--- src/shared/srw_defs.svh ---
/*
 * Timing and build-option constants for the supervisor reset watchdog.
 * Assumes a 25 MHz timebase clock; times are in nanoseconds unless noted.
 */
`ifndef SRW_DEFS_SVH
`define SRW_DEFS_SVH

`define SRW_CLK_PERIOD_NS 40
`define SRW_NS_PER_PF_X100 267000
`define SRW_RESET_CAP_PF 1500
`define SRW_WDOG_CAP_PF 1500
`define SRW_EXT_MULT 500
`define SRW_KEEPALIVE_PCT 94
`define SRW_CNT_W 40
`define SRW_ACTIVE_HIGH_DEF 1'b0
`define SRW_OPEN_DRAIN_DEF 1'b1

`endif

--- src/shared/srw_pkg.sv ---
/*
 * Types for the supervisor reset watchdog.
 * Assumes srw_defs.svh is on the include path.
 */
`include "srw_defs.svh"

package srw_pkg;

    typedef enum logic [1:0] {
        SRW_RUN,
        SRW_LOW_VOLT,
        SRW_HOLD
    } srw_state_t;

    typedef struct packed {
        logic mode_sel;
        logic kick_in;
        logic kick_driven;
    } srw_host_in_t;

    typedef struct packed {
        logic reset_out;
        logic reset_oe_n;
        logic reset_asserted;
    } srw_reset_pin_t;

endpackage : srw_pkg

--- src/hdl/srw_sync.sv ---
/*
 * Two-flop synchroniser for a vector of levels.
 * Assumes the inputs are levels with no timing relation to i_clk.
 */
`timescale 1ns/1ns
`default_nettype none

module srw_sync #(
    parameter int WIDTH = 1
) (
    input wire logic i_clk,
    input wire logic i_reset_n,
    input wire logic [WIDTH-1:0] i_d,
    output logic [WIDTH-1:0] o_q
);

    logic [WIDTH-1:0] meta_reg;
    logic [WIDTH-1:0] q_reg;

    always_ff @(posedge i_clk or negedge i_reset_n) begin
        if (!i_reset_n) begin
            meta_reg <= '0;
            q_reg <= '0;
        end else begin
            meta_reg <= i_d;
            q_reg <= meta_reg;
        end
    end

    assign o_q = q_reg;

endmodule : srw_sync

`default_nettype wire

--- src/hdl/srw_edge.sv ---
/*
 * Edge detector on synchronised levels: pulses on any change.
 * Assumes its input is already synchronous to i_clk.
 */
`timescale 1ns/1ns
`default_nettype none

module srw_edge #(
    parameter int WIDTH = 1
) (
    input wire logic i_clk,
    input wire logic i_reset_n,
    input wire logic [WIDTH-1:0] i_level,
    output logic [WIDTH-1:0] o_change
);

    logic [WIDTH-1:0] prev_reg;
    logic primed_reg;

    always_ff @(posedge i_clk or negedge i_reset_n) begin
        if (!i_reset_n) begin
            prev_reg <= '0;
            primed_reg <= 1'b0;
        end else begin
            prev_reg <= i_level;
            primed_reg <= 1'b1;
        end
    end

    // No change is reported on the first sample after reset
    assign o_change = primed_reg ? (i_level ^ prev_reg) : '0;

endmodule : srw_edge

`default_nettype wire

--- src/hdl/srw_supervisor.sv ---
/*
 * Supervisor: brown-out reset with hold time and a kick-serviced watchdog.
 * Assumes a free-running 25 MHz clock, a digital under-voltage flag from an
 * outside comparator, and host pins given as levels (kick, mode, kick driven).
 */
`timescale 1ns/1ns
`default_nettype none

`include "srw_defs.svh"

// What this block does
// - Reset asserts four clocks after monitored voltage drops below trip point, held while below.
// - After voltage recovers, reset holds one full hold period then releases.
// - Hold period equals 2.67 us per pF of reset capacitor.
// - Basic watchdog timeout equals 2.67 us per pF of watchdog capacitor.
// - Watchdog capacitor node grounded disables the watchdog entirely.
// - Mode low uses basic timeout; mode high uses multiplied extended timeout.
// - Any mode-select level change clears the watchdog counter, which restarts.
// - Any kick or mode edge clears the watchdog counter to zero.
// - Counter held clear during reset, counts from zero after release.
// - Counter reaching timeout asserts reset for one hold period.
// - In extended mode an undriven kick input disables watchdog resets.
// - Reset output built active-low or active-high, open-drain or push-pull.
// - Extended timeout is basic timeout multiplied by 500.
// - Undriven kick in extended mode is pulsed internally at 94 percent.
// - In normal mode an undriven kick does not disable the watchdog.
module srw_supervisor #(
    parameter int CNT_W = `SRW_CNT_W,
    parameter logic [CNT_W-1:0] RESET_HOLD_CYCLES =
        CNT_W'((64'(`SRW_RESET_CAP_PF) * `SRW_NS_PER_PF_X100 / 100) / `SRW_CLK_PERIOD_NS),
    parameter logic [CNT_W-1:0] WDOG_BASE_CYCLES =
        CNT_W'((64'(`SRW_WDOG_CAP_PF) * `SRW_NS_PER_PF_X100 / 100) / `SRW_CLK_PERIOD_NS),
    parameter logic [CNT_W-1:0] EXT_MULT = CNT_W'(`SRW_EXT_MULT),
    parameter logic ACTIVE_HIGH = `SRW_ACTIVE_HIGH_DEF,
    parameter logic OPEN_DRAIN = `SRW_OPEN_DRAIN_DEF
) (
    input wire logic i_clk,
    input wire logic i_reset_n,
    input wire logic i_under_voltage,
    input wire logic i_wdog_cap_grounded,
    input wire srw_pkg::srw_host_in_t i_host,
    output srw_pkg::srw_reset_pin_t o_reset,
    output logic [CNT_W-1:0] o_wdog_count
);
    import srw_pkg::*;

    ////////////////////////////////////////////////////////////////////////////
    // Input conditioning

    localparam int NSYNC = 5;
    localparam logic [CNT_W-1:0] PCT_FULL = CNT_W'(100);
    localparam logic [CNT_W-1:0] PCT_KEEP = CNT_W'(`SRW_KEEPALIVE_PCT);

    logic [NSYNC-1:0] raw_vec;
    logic [NSYNC-1:0] sync_vec;
    logic [1:0] change_vec;
    logic under_v;
    logic cap_gnd;
    logic mode_s;
    logic kick_s;
    logic driven_s;
    logic kick_eff;
    logic kick_edge;
    logic mode_edge;

    assign raw_vec = {i_under_voltage, i_wdog_cap_grounded, i_host.mode_sel,
                      i_host.kick_in, i_host.kick_driven};

    srw_sync #(.WIDTH(NSYNC)) u_sync (
        .i_clk(i_clk),
        .i_reset_n(i_reset_n),
        .i_d(raw_vec),
        .o_q(sync_vec)
    );

    assign under_v = sync_vec[4];
    assign cap_gnd = sync_vec[3];
    assign mode_s = sync_vec[2];
    assign kick_s = sync_vec[1];
    assign driven_s = sync_vec[0];

    ////////////////////////////////////////////////////////////////////////////
    // Kick line: undriven in extended mode idles low, pulsed high near timeout

    logic keep_pulse_reg;
    logic keep_pulse_next;

    // In normal mode an undriven pin is just read as its level
    assign kick_eff = (mode_s && !driven_s) ? keep_pulse_reg : kick_s;

    srw_edge #(.WIDTH(2)) u_edge (
        .i_clk(i_clk),
        .i_reset_n(i_reset_n),
        .i_level({mode_s, kick_eff}),
        .o_change(change_vec)
    );

    assign mode_edge = change_vec[1];
    assign kick_edge = change_vec[0];

    ////////////////////////////////////////////////////////////////////////////
    // Timeout selection

    function automatic logic [CNT_W-1:0] sel_timeout(input logic ext);
        sel_timeout = ext ? CNT_W'(WDOG_BASE_CYCLES * EXT_MULT) : WDOG_BASE_CYCLES;
    endfunction : sel_timeout

    logic [CNT_W-1:0] timeout_cyc;
    logic [CNT_W-1:0] keep_cyc;
    logic wdog_off;

    assign timeout_cyc = sel_timeout(mode_s);
    assign keep_cyc = CNT_W'((timeout_cyc * PCT_KEEP) / PCT_FULL);
    assign wdog_off = cap_gnd;

    ////////////////////////////////////////////////////////////////////////////
    // Supervisor state

    srw_state_t state_reg;
    srw_state_t state_next;
    logic [CNT_W-1:0] hold_cnt_reg;
    logic [CNT_W-1:0] hold_cnt_next;
    logic [CNT_W-1:0] wd_cnt_reg;
    logic [CNT_W-1:0] wd_cnt_next;
    logic reset_on;

    assign reset_on = (state_reg != SRW_RUN);

    always_comb begin
        state_next = state_reg;
        hold_cnt_next = hold_cnt_reg;
        wd_cnt_next = wd_cnt_reg;
        keep_pulse_next = 1'b0;
        case (state_reg)
            SRW_RUN: begin
                if (under_v) begin
                    state_next = SRW_LOW_VOLT;
                    wd_cnt_next = '0;
                end else if (mode_edge || kick_edge) begin
                    wd_cnt_next = '0;
                end else if (wdog_off) begin
                    wd_cnt_next = '0;
                end else if (wd_cnt_reg + CNT_W'(1) >= timeout_cyc) begin
                    // Not reached when the internal pulse services it
                    state_next = SRW_HOLD;
                    hold_cnt_next = '0;
                    wd_cnt_next = '0;
                end else begin
                    wd_cnt_next = wd_cnt_reg + CNT_W'(1);
                    // Internal high pulse at the keep-alive point
                    keep_pulse_next = mode_s && !driven_s && (wd_cnt_next >= keep_cyc);
                end
            end
            SRW_LOW_VOLT: begin
                wd_cnt_next = '0;
                hold_cnt_next = '0;
                if (!under_v) begin
                    state_next = SRW_HOLD;
                end
            end
            SRW_HOLD: begin
                wd_cnt_next = '0;
                if (under_v) begin
                    state_next = SRW_LOW_VOLT;
                end else if (hold_cnt_reg + CNT_W'(1) >= RESET_HOLD_CYCLES) begin
                    state_next = SRW_RUN;
                    hold_cnt_next = '0;
                end else begin
                    hold_cnt_next = hold_cnt_reg + CNT_W'(1);
                end
            end
            default: begin
                state_next = SRW_LOW_VOLT;
                hold_cnt_next = '0;
                wd_cnt_next = '0;
            end
        endcase
    end

    always_ff @(posedge i_clk or negedge i_reset_n) begin
        if (!i_reset_n) begin
            state_reg <= SRW_LOW_VOLT;
            hold_cnt_reg <= '0;
            wd_cnt_reg <= '0;
            keep_pulse_reg <= 1'b0;
        end else begin
            state_reg <= state_next;
            hold_cnt_reg <= hold_cnt_next;
            wd_cnt_reg <= wd_cnt_next;
            keep_pulse_reg <= keep_pulse_next;
        end
    end

    ////////////////////////////////////////////////////////////////////////////
    // Output pin

    srw_reset_pin_t pin_reg;
    srw_reset_pin_t pin_next;
    logic level;

    always_comb begin
        level = ACTIVE_HIGH ? reset_on : !reset_on;
        pin_next.reset_asserted = reset_on;
        if (OPEN_DRAIN) begin
            // Open drain only pulls toward the asserted level
            pin_next.reset_out = ACTIVE_HIGH ? 1'b1 : 1'b0;
            pin_next.reset_oe_n = !reset_on;
        end else begin
            pin_next.reset_out = level;
            pin_next.reset_oe_n = 1'b0;
        end
    end

    always_ff @(posedge i_clk or negedge i_reset_n) begin
        if (!i_reset_n) begin
            pin_reg <= '{reset_out: (ACTIVE_HIGH ? 1'b1 : 1'b0), reset_oe_n: 1'b0, reset_asserted: 1'b1};
        end else begin
            pin_reg <= pin_next;
        end
    end

    assign o_reset = pin_reg;
    assign o_wdog_count = wd_cnt_reg;

endmodule : srw_supervisor

`default_nettype wire

--- config.mk ---
export PLATFORM = sky130hd
export DESIGN_NAME = srw_supervisor
export DESIGN_NICKNAME = d
export VERILOG_FILES = /design/src/shared/srw_pkg.sv /design/src/hdl/srw_sync.sv /design/src/hdl/srw_edge.sv /design/src/hdl/srw_supervisor.sv
export VERILOG_INCLUDE_DIRS = /design/src /design/src/shared
export SDC_FILE = /design/constraint.sdc
export NUM_CORES = 1
export LEC_CHECK = 0
export ABC_CLOCK_PERIOD_IN_PS = 3950
export BUFFER_PORTS_ARGS = -buffer_cell sky130_fd_sc_hd__clkbuf_2
export CAP_MARGIN = 20
export CORE_ASPECT_RATIO = 0.9
export CORE_MARGIN = 5
export CORE_UTILIZATION = 63
export CTS_BUF_LIST = sky130_fd_sc_hd__clkbuf_8
export DETAILED_ROUTE_END_ITERATION = 12
export PLACE_DENSITY_LB_ADDON = 0.05
export SYNTH_ARGS = -nofsm -noshare
export SYNTH_HDL_FRONTEND = slang
export SYNTH_SLANG_ARGS = --single-unit
--- constraint.sdc ---
create_clock -name i_clk -period 3.95 [get_ports i_clk]
set_input_delay 0.395 -clock i_clk [delete_from_list [all_inputs] [get_ports i_clk]]
set_output_delay 0.395 -clock i_clk [all_outputs]
set_load 0.1 [all_outputs]
==> summary.txt <==
Critical path
  • Top delay family on crit path: simple AND/OR/NAND/NOR gates
  • Count of buffer and inverter cells on the critical path: 2
  • Critical Path Stages: 15
  • Setup crit end kind: flip-flop
  • Largest fanout of any net on the critical path: 9
  • Critical path type: flip-flop to flip-flop
  • Cell-by-cell trace of the critical path: ha_4 -> and4_1 -> and4_4 -> nand4_1 -> xnor2_1 -> ha_1 -> and4_4 -> nand4_1 -> or4_1 -> o211ai_1 -> buf_4 -> a2111oi_4 -> buf_4 -> nand2b_4 -> o31ai_1
  • Crit path max-delay cell type: sky130_fd_sc_hd__dfrtp_4
  • Arrival time of the worst setup path: 4.03 ns
  • Cell count of the worst reg-to-reg path: 15
  • Data required time of the critical path: 4.24 ns
  • Delay of the slowest cell on the worst path: 0.47 ns
  • Kind of start point of the critical path: flip-flop

Layout
  • Final nets: 750
  • Number of standard cells in the final layout excluding fillers: 846
  • Share of final-layout standard cells stronger than drive strength 1: 20.0%
  • Post-route cell area: 6920 µm²
  • Area growth from synthesis to final layout: 13.9%
  • Post-layout utilization of the core: 72.6%
  • Antenna Cells: 0

CTS
  • TritonCTS clock tree: built
  • Clock edge transition at the registers on the reported setup and hold paths: 0.10 ns
  • Number of levels the H-tree was split into: 3
  • Clock network latency to the later pin of the worst-skew pair: 0.38 ns
  • Clock Tree Root: sky130_fd_sc_hd__clkbuf_8
  • Hold-fix buffers, CTS: 0
  • Number of CTS-inserted buffers: 9
  • TritonCTS Sinks: 98
  • Clock tree buffer depth: 2

Power and ir drop
  • IR drop worst, VDD: 0.382 mV
  • PnR Total Power: 2.02 mW
  • Areal power density over the cells: 292 nW/µm²
  • Leak: 3.08 nW

STA
  • Final count of negative-setup-slack endpoints: 0
  • Setup clock skew after layout: 0.0105 ns
  • Relative slew slack: 45.9%
  • Post-layout min period: 3.75 ns
  • Count of final hold-check violations: 0
  • Count of final max-slew check failures: 0
  • Setup total negative slack: 0 ns
  • RSZ-0062 raised after global routing: true
  • Maximum operating frequency: 267 MHz
  • Fin crit share: 94.8%
  • Worst-Margin Slew: 0.806 ns

Die
  • Placeable core region: 9530 µm²
  • Io pins: 50
  • Cell row count: 34
  • Die area: 11,700 µm²
  • Chip width: 114 µm
  • Initial Utilization: 63.7%
  • Die Span Y: 103 µm

Detailed routing
  • Routed via count: 5,321
  • Routed length on met3: 1040 µm
  • Number of remaining DRC errors: 0
  • Post-detailed-route via-to-cell ratio: 6.29
  • Final ANT Viol Nets: 0
  • Highest layer used for signal routing: met4
  • Met1 wire length: 7150 µm
  • Number of violations reported at the end of detailed-routing iteration 0: 536
  • Length of routed met2 wiring: 7020 µm
  • Final routed wirelength across all metal layers: 15,400 µm
  • Detailed-route wire length per cell: 18.2 µm
  • Detailed-routing iteration count for the pre-antenna-repair pass: 6

GRT
  • Leftover overflow at the end of global routing: 0
  • Via count of the first global-routing pass: 5,022
  • Wire length of the first global-routing pass: 25,000 µm
  • All-Layer GR Usage: 26.8%
  • Antenna violations before repair: 0
  • Maximum number of pins on one net before global-route repair: 61

Logic synthesis
  • #FFs+latches synth: 98
  • Share of the yosys chip area belonging to registers: 40.4%
  • Most common flop cell mapped by yosys: sky130_fd_sc_hd__dfrtp_1
  • Count of cell types in the netlist: 76
  • Mean Syn Cell Area: 9.46 µm²
  • Number of enable flip-flop cells after synthesis: 0
  • Post-synthesis instance area: 6070 µm²
  • Async set-or-reset flop fraction in the synthesized netlist: 100%
  • Post-Syn Instances: 642
  • Yosys warning count: 0

Place
  • IO Port Bufs: 48
  • Global placer's final weighted congestion: 0.926
  • Area post-placement: 6610 µm²
  • Dpl hpwl: 10,900 µm
  • Cell total after placement: 825

Flow run
  • Maxcap violations: 0

Outcome
  • Outcome: finished, final reports clean

Hold path
  • Min-delay worst type: input pin to asynchronous set/reset pin
worst paths after layout:
| path | end | start | slack (ns) |
|---|---|---|---|
| max | hold_cnt_reg[9]$_DFFE_PN0P_ | o_wdog_count[1]$_DFF_PN0_ | 0.20 |
| min | o_wdog_count[0]$_DFF_PN0_ | i_reset_n | 0.08 |
| max reg2reg | hold_cnt_reg[9]$_DFFE_PN0P_ | o_wdog_count[1]$_DFF_PN0_ | 0.20 |
| min reg2reg | u_sync.o_q[0]$_DFF_PN0_ | u_sync.meta_reg[0]$_DFF_PN0_ | 0.36 |
| max in group asynchronous | o_wdog_count[24]$_DFF_PN0_ | i_reset_n | 2.88 |
| min in group i_clk | u_sync.meta_reg[4]$_DFF_PN0_ | i_under_voltage | 0.11 |
placed cells by master, fill, tap and decap left out, drive strengths merged, types with 5 or more instances in the layout:
cell      n
a2111oi   5
a21o      6
a21oi    17
a32oi    13
a41oi     6
and2     33
and3     26
and4     13
buf      26
clkbuf   57
conb     16
dfrtp    96
ha       28
inv      33
mux2      5
mux2i     7
nand2    36
nand2b   10
nand3    39
nand4    27
nor2     44
nor2b    13
nor3     18
nor4     10
nor4b     6
o21ai    14
o31ai    14
or2       5
or4       6
xnor2    18
xor2     16
layout make-up:
cell class              count  area [µm²]
multi-input cells         502        3470
fillers                   753        2610
flip-flops and latches     98        2490
repair buffers             74         454
well taps                 126         158
clock buffers               9         124
inverters                  30         113
clock inverters             7         108
synth_stat cells (3+ instances only):
| cell type | instances | area, µm² |
|---|---|---|
| sky130_fd_sc_hd__nand2b_1 | 8 | 50.1 |
| sky130_fd_sc_hd__a41oi_1 | 6 | 52.6 |
| sky130_fd_sc_hd__a21o_1 | 6 | 45.0 |
| sky130_fd_sc_hd__nor4_1 | 8 | 50.1 |
| sky130_fd_sc_hd__and4_1 | 12 | 105 |
| sky130_fd_sc_hd__a211oi_1 | 3 | 22.5 |
| sky130_fd_sc_hd__buf_6 | 4 | 45.0 |
| sky130_fd_sc_hd__a311oi_1 | 4 | 35.0 |
| sky130_fd_sc_hd__buf_2 | 10 | 50.1 |
| sky130_fd_sc_hd__or3_1 | 4 | 25.0 |
| sky130_fd_sc_hd__and2_1 | 33 | 206 |
| sky130_fd_sc_hd__dfrtp_1 | 96 | 2400 |
| sky130_fd_sc_hd__a21oi_1 | 17 | 85.1 |
| sky130_fd_sc_hd__mux2i_1 | 7 | 70.1 |
| sky130_fd_sc_hd__o21ai_0 | 11 | 55.1 |
| sky130_fd_sc_hd__nor4b_1 | 6 | 52.6 |
| sky130_fd_sc_hd__o31ai_1 | 14 | 105 |
| sky130_fd_sc_hd__a31oi_1 | 3 | 18.8 |
| sky130_fd_sc_hd__nand4_1 | 27 | 169 |
| sky130_fd_sc_hd__xor2_1 | 16 | 140 |
| sky130_fd_sc_hd__and3_1 | 26 | 163 |
| sky130_fd_sc_hd__nand3_1 | 39 | 195 |
| sky130_fd_sc_hd__buf_4 | 4 | 30.0 |
| sky130_fd_sc_hd__nor3_1 | 17 | 85.1 |
| sky130_fd_sc_hd__mux2_2 | 5 | 56.3 |
| sky130_fd_sc_hd__o21ai_1 | 3 | 15.0 |
| sky130_fd_sc_hd__xnor2_1 | 18 | 158 |
| sky130_fd_sc_hd__nor2_1 | 44 | 165 |
| sky130_fd_sc_hd__or2_2 | 4 | 25.0 |
| sky130_fd_sc_hd__ha_1 | 28 | 350 |
| sky130_fd_sc_hd__clkbuf_1 | 8 | 30.0 |
| sky130_fd_sc_hd__a32oi_1 | 13 | 114 |
| sky130_fd_sc_hd__nand2_1 | 35 | 131 |
| sky130_fd_sc_hd__or4_1 | 6 | 45.0 |
| sky130_fd_sc_hd__nor2b_1 | 13 | 81.3 |
| sky130_fd_sc_hd__inv_1 | 30 | 113 |
| sky130_fd_sc_hd__o21bai_1 | 3 | 22.5 |
layer usage:
metal / GRT usage (%) / vias to the layer above
met5: 0 / -
met2: 42.3 / 187
met3: 5.63 / 18
li1: - / 2518
met1: 38.0 / 2598
met4: 6.75 / 0
per-stage QoR:
stage                     hold slack (ns)  setup slack (ns)
after floorplan                    0.0994          0.000742
after global placement              0.334             0.275
after detailed placement            0.336             0.110
after CTS                           0.100             0.123
after global routing               0.0954           -0.0366
final                              0.0795             0.204
report_power, final:
group / switching (mW) / internal, mW
Sequential: 0.0233 / 1.02
Clock: 0.391 / 0.369
Combinational: 0.166 / 0.0481
Total: 0.580 / 1.44
kinds of logic after synthesis:
logic type      synth area share [%]
mux                             2.08
simple gates                    27.4
fa+ha+maj                       5.77
xor+xnor                        4.90
buf+inv                         4.49
compound gates                  14.8
other cells                    0.124
flops                           40.4
what timing repair did:
action                                  in CTS  in global routing
endpoints found under the setup margin       0                 65
buffers inserted                             0                  3
resized for setup                            0                 12
(Power assumes the default switching activity.)
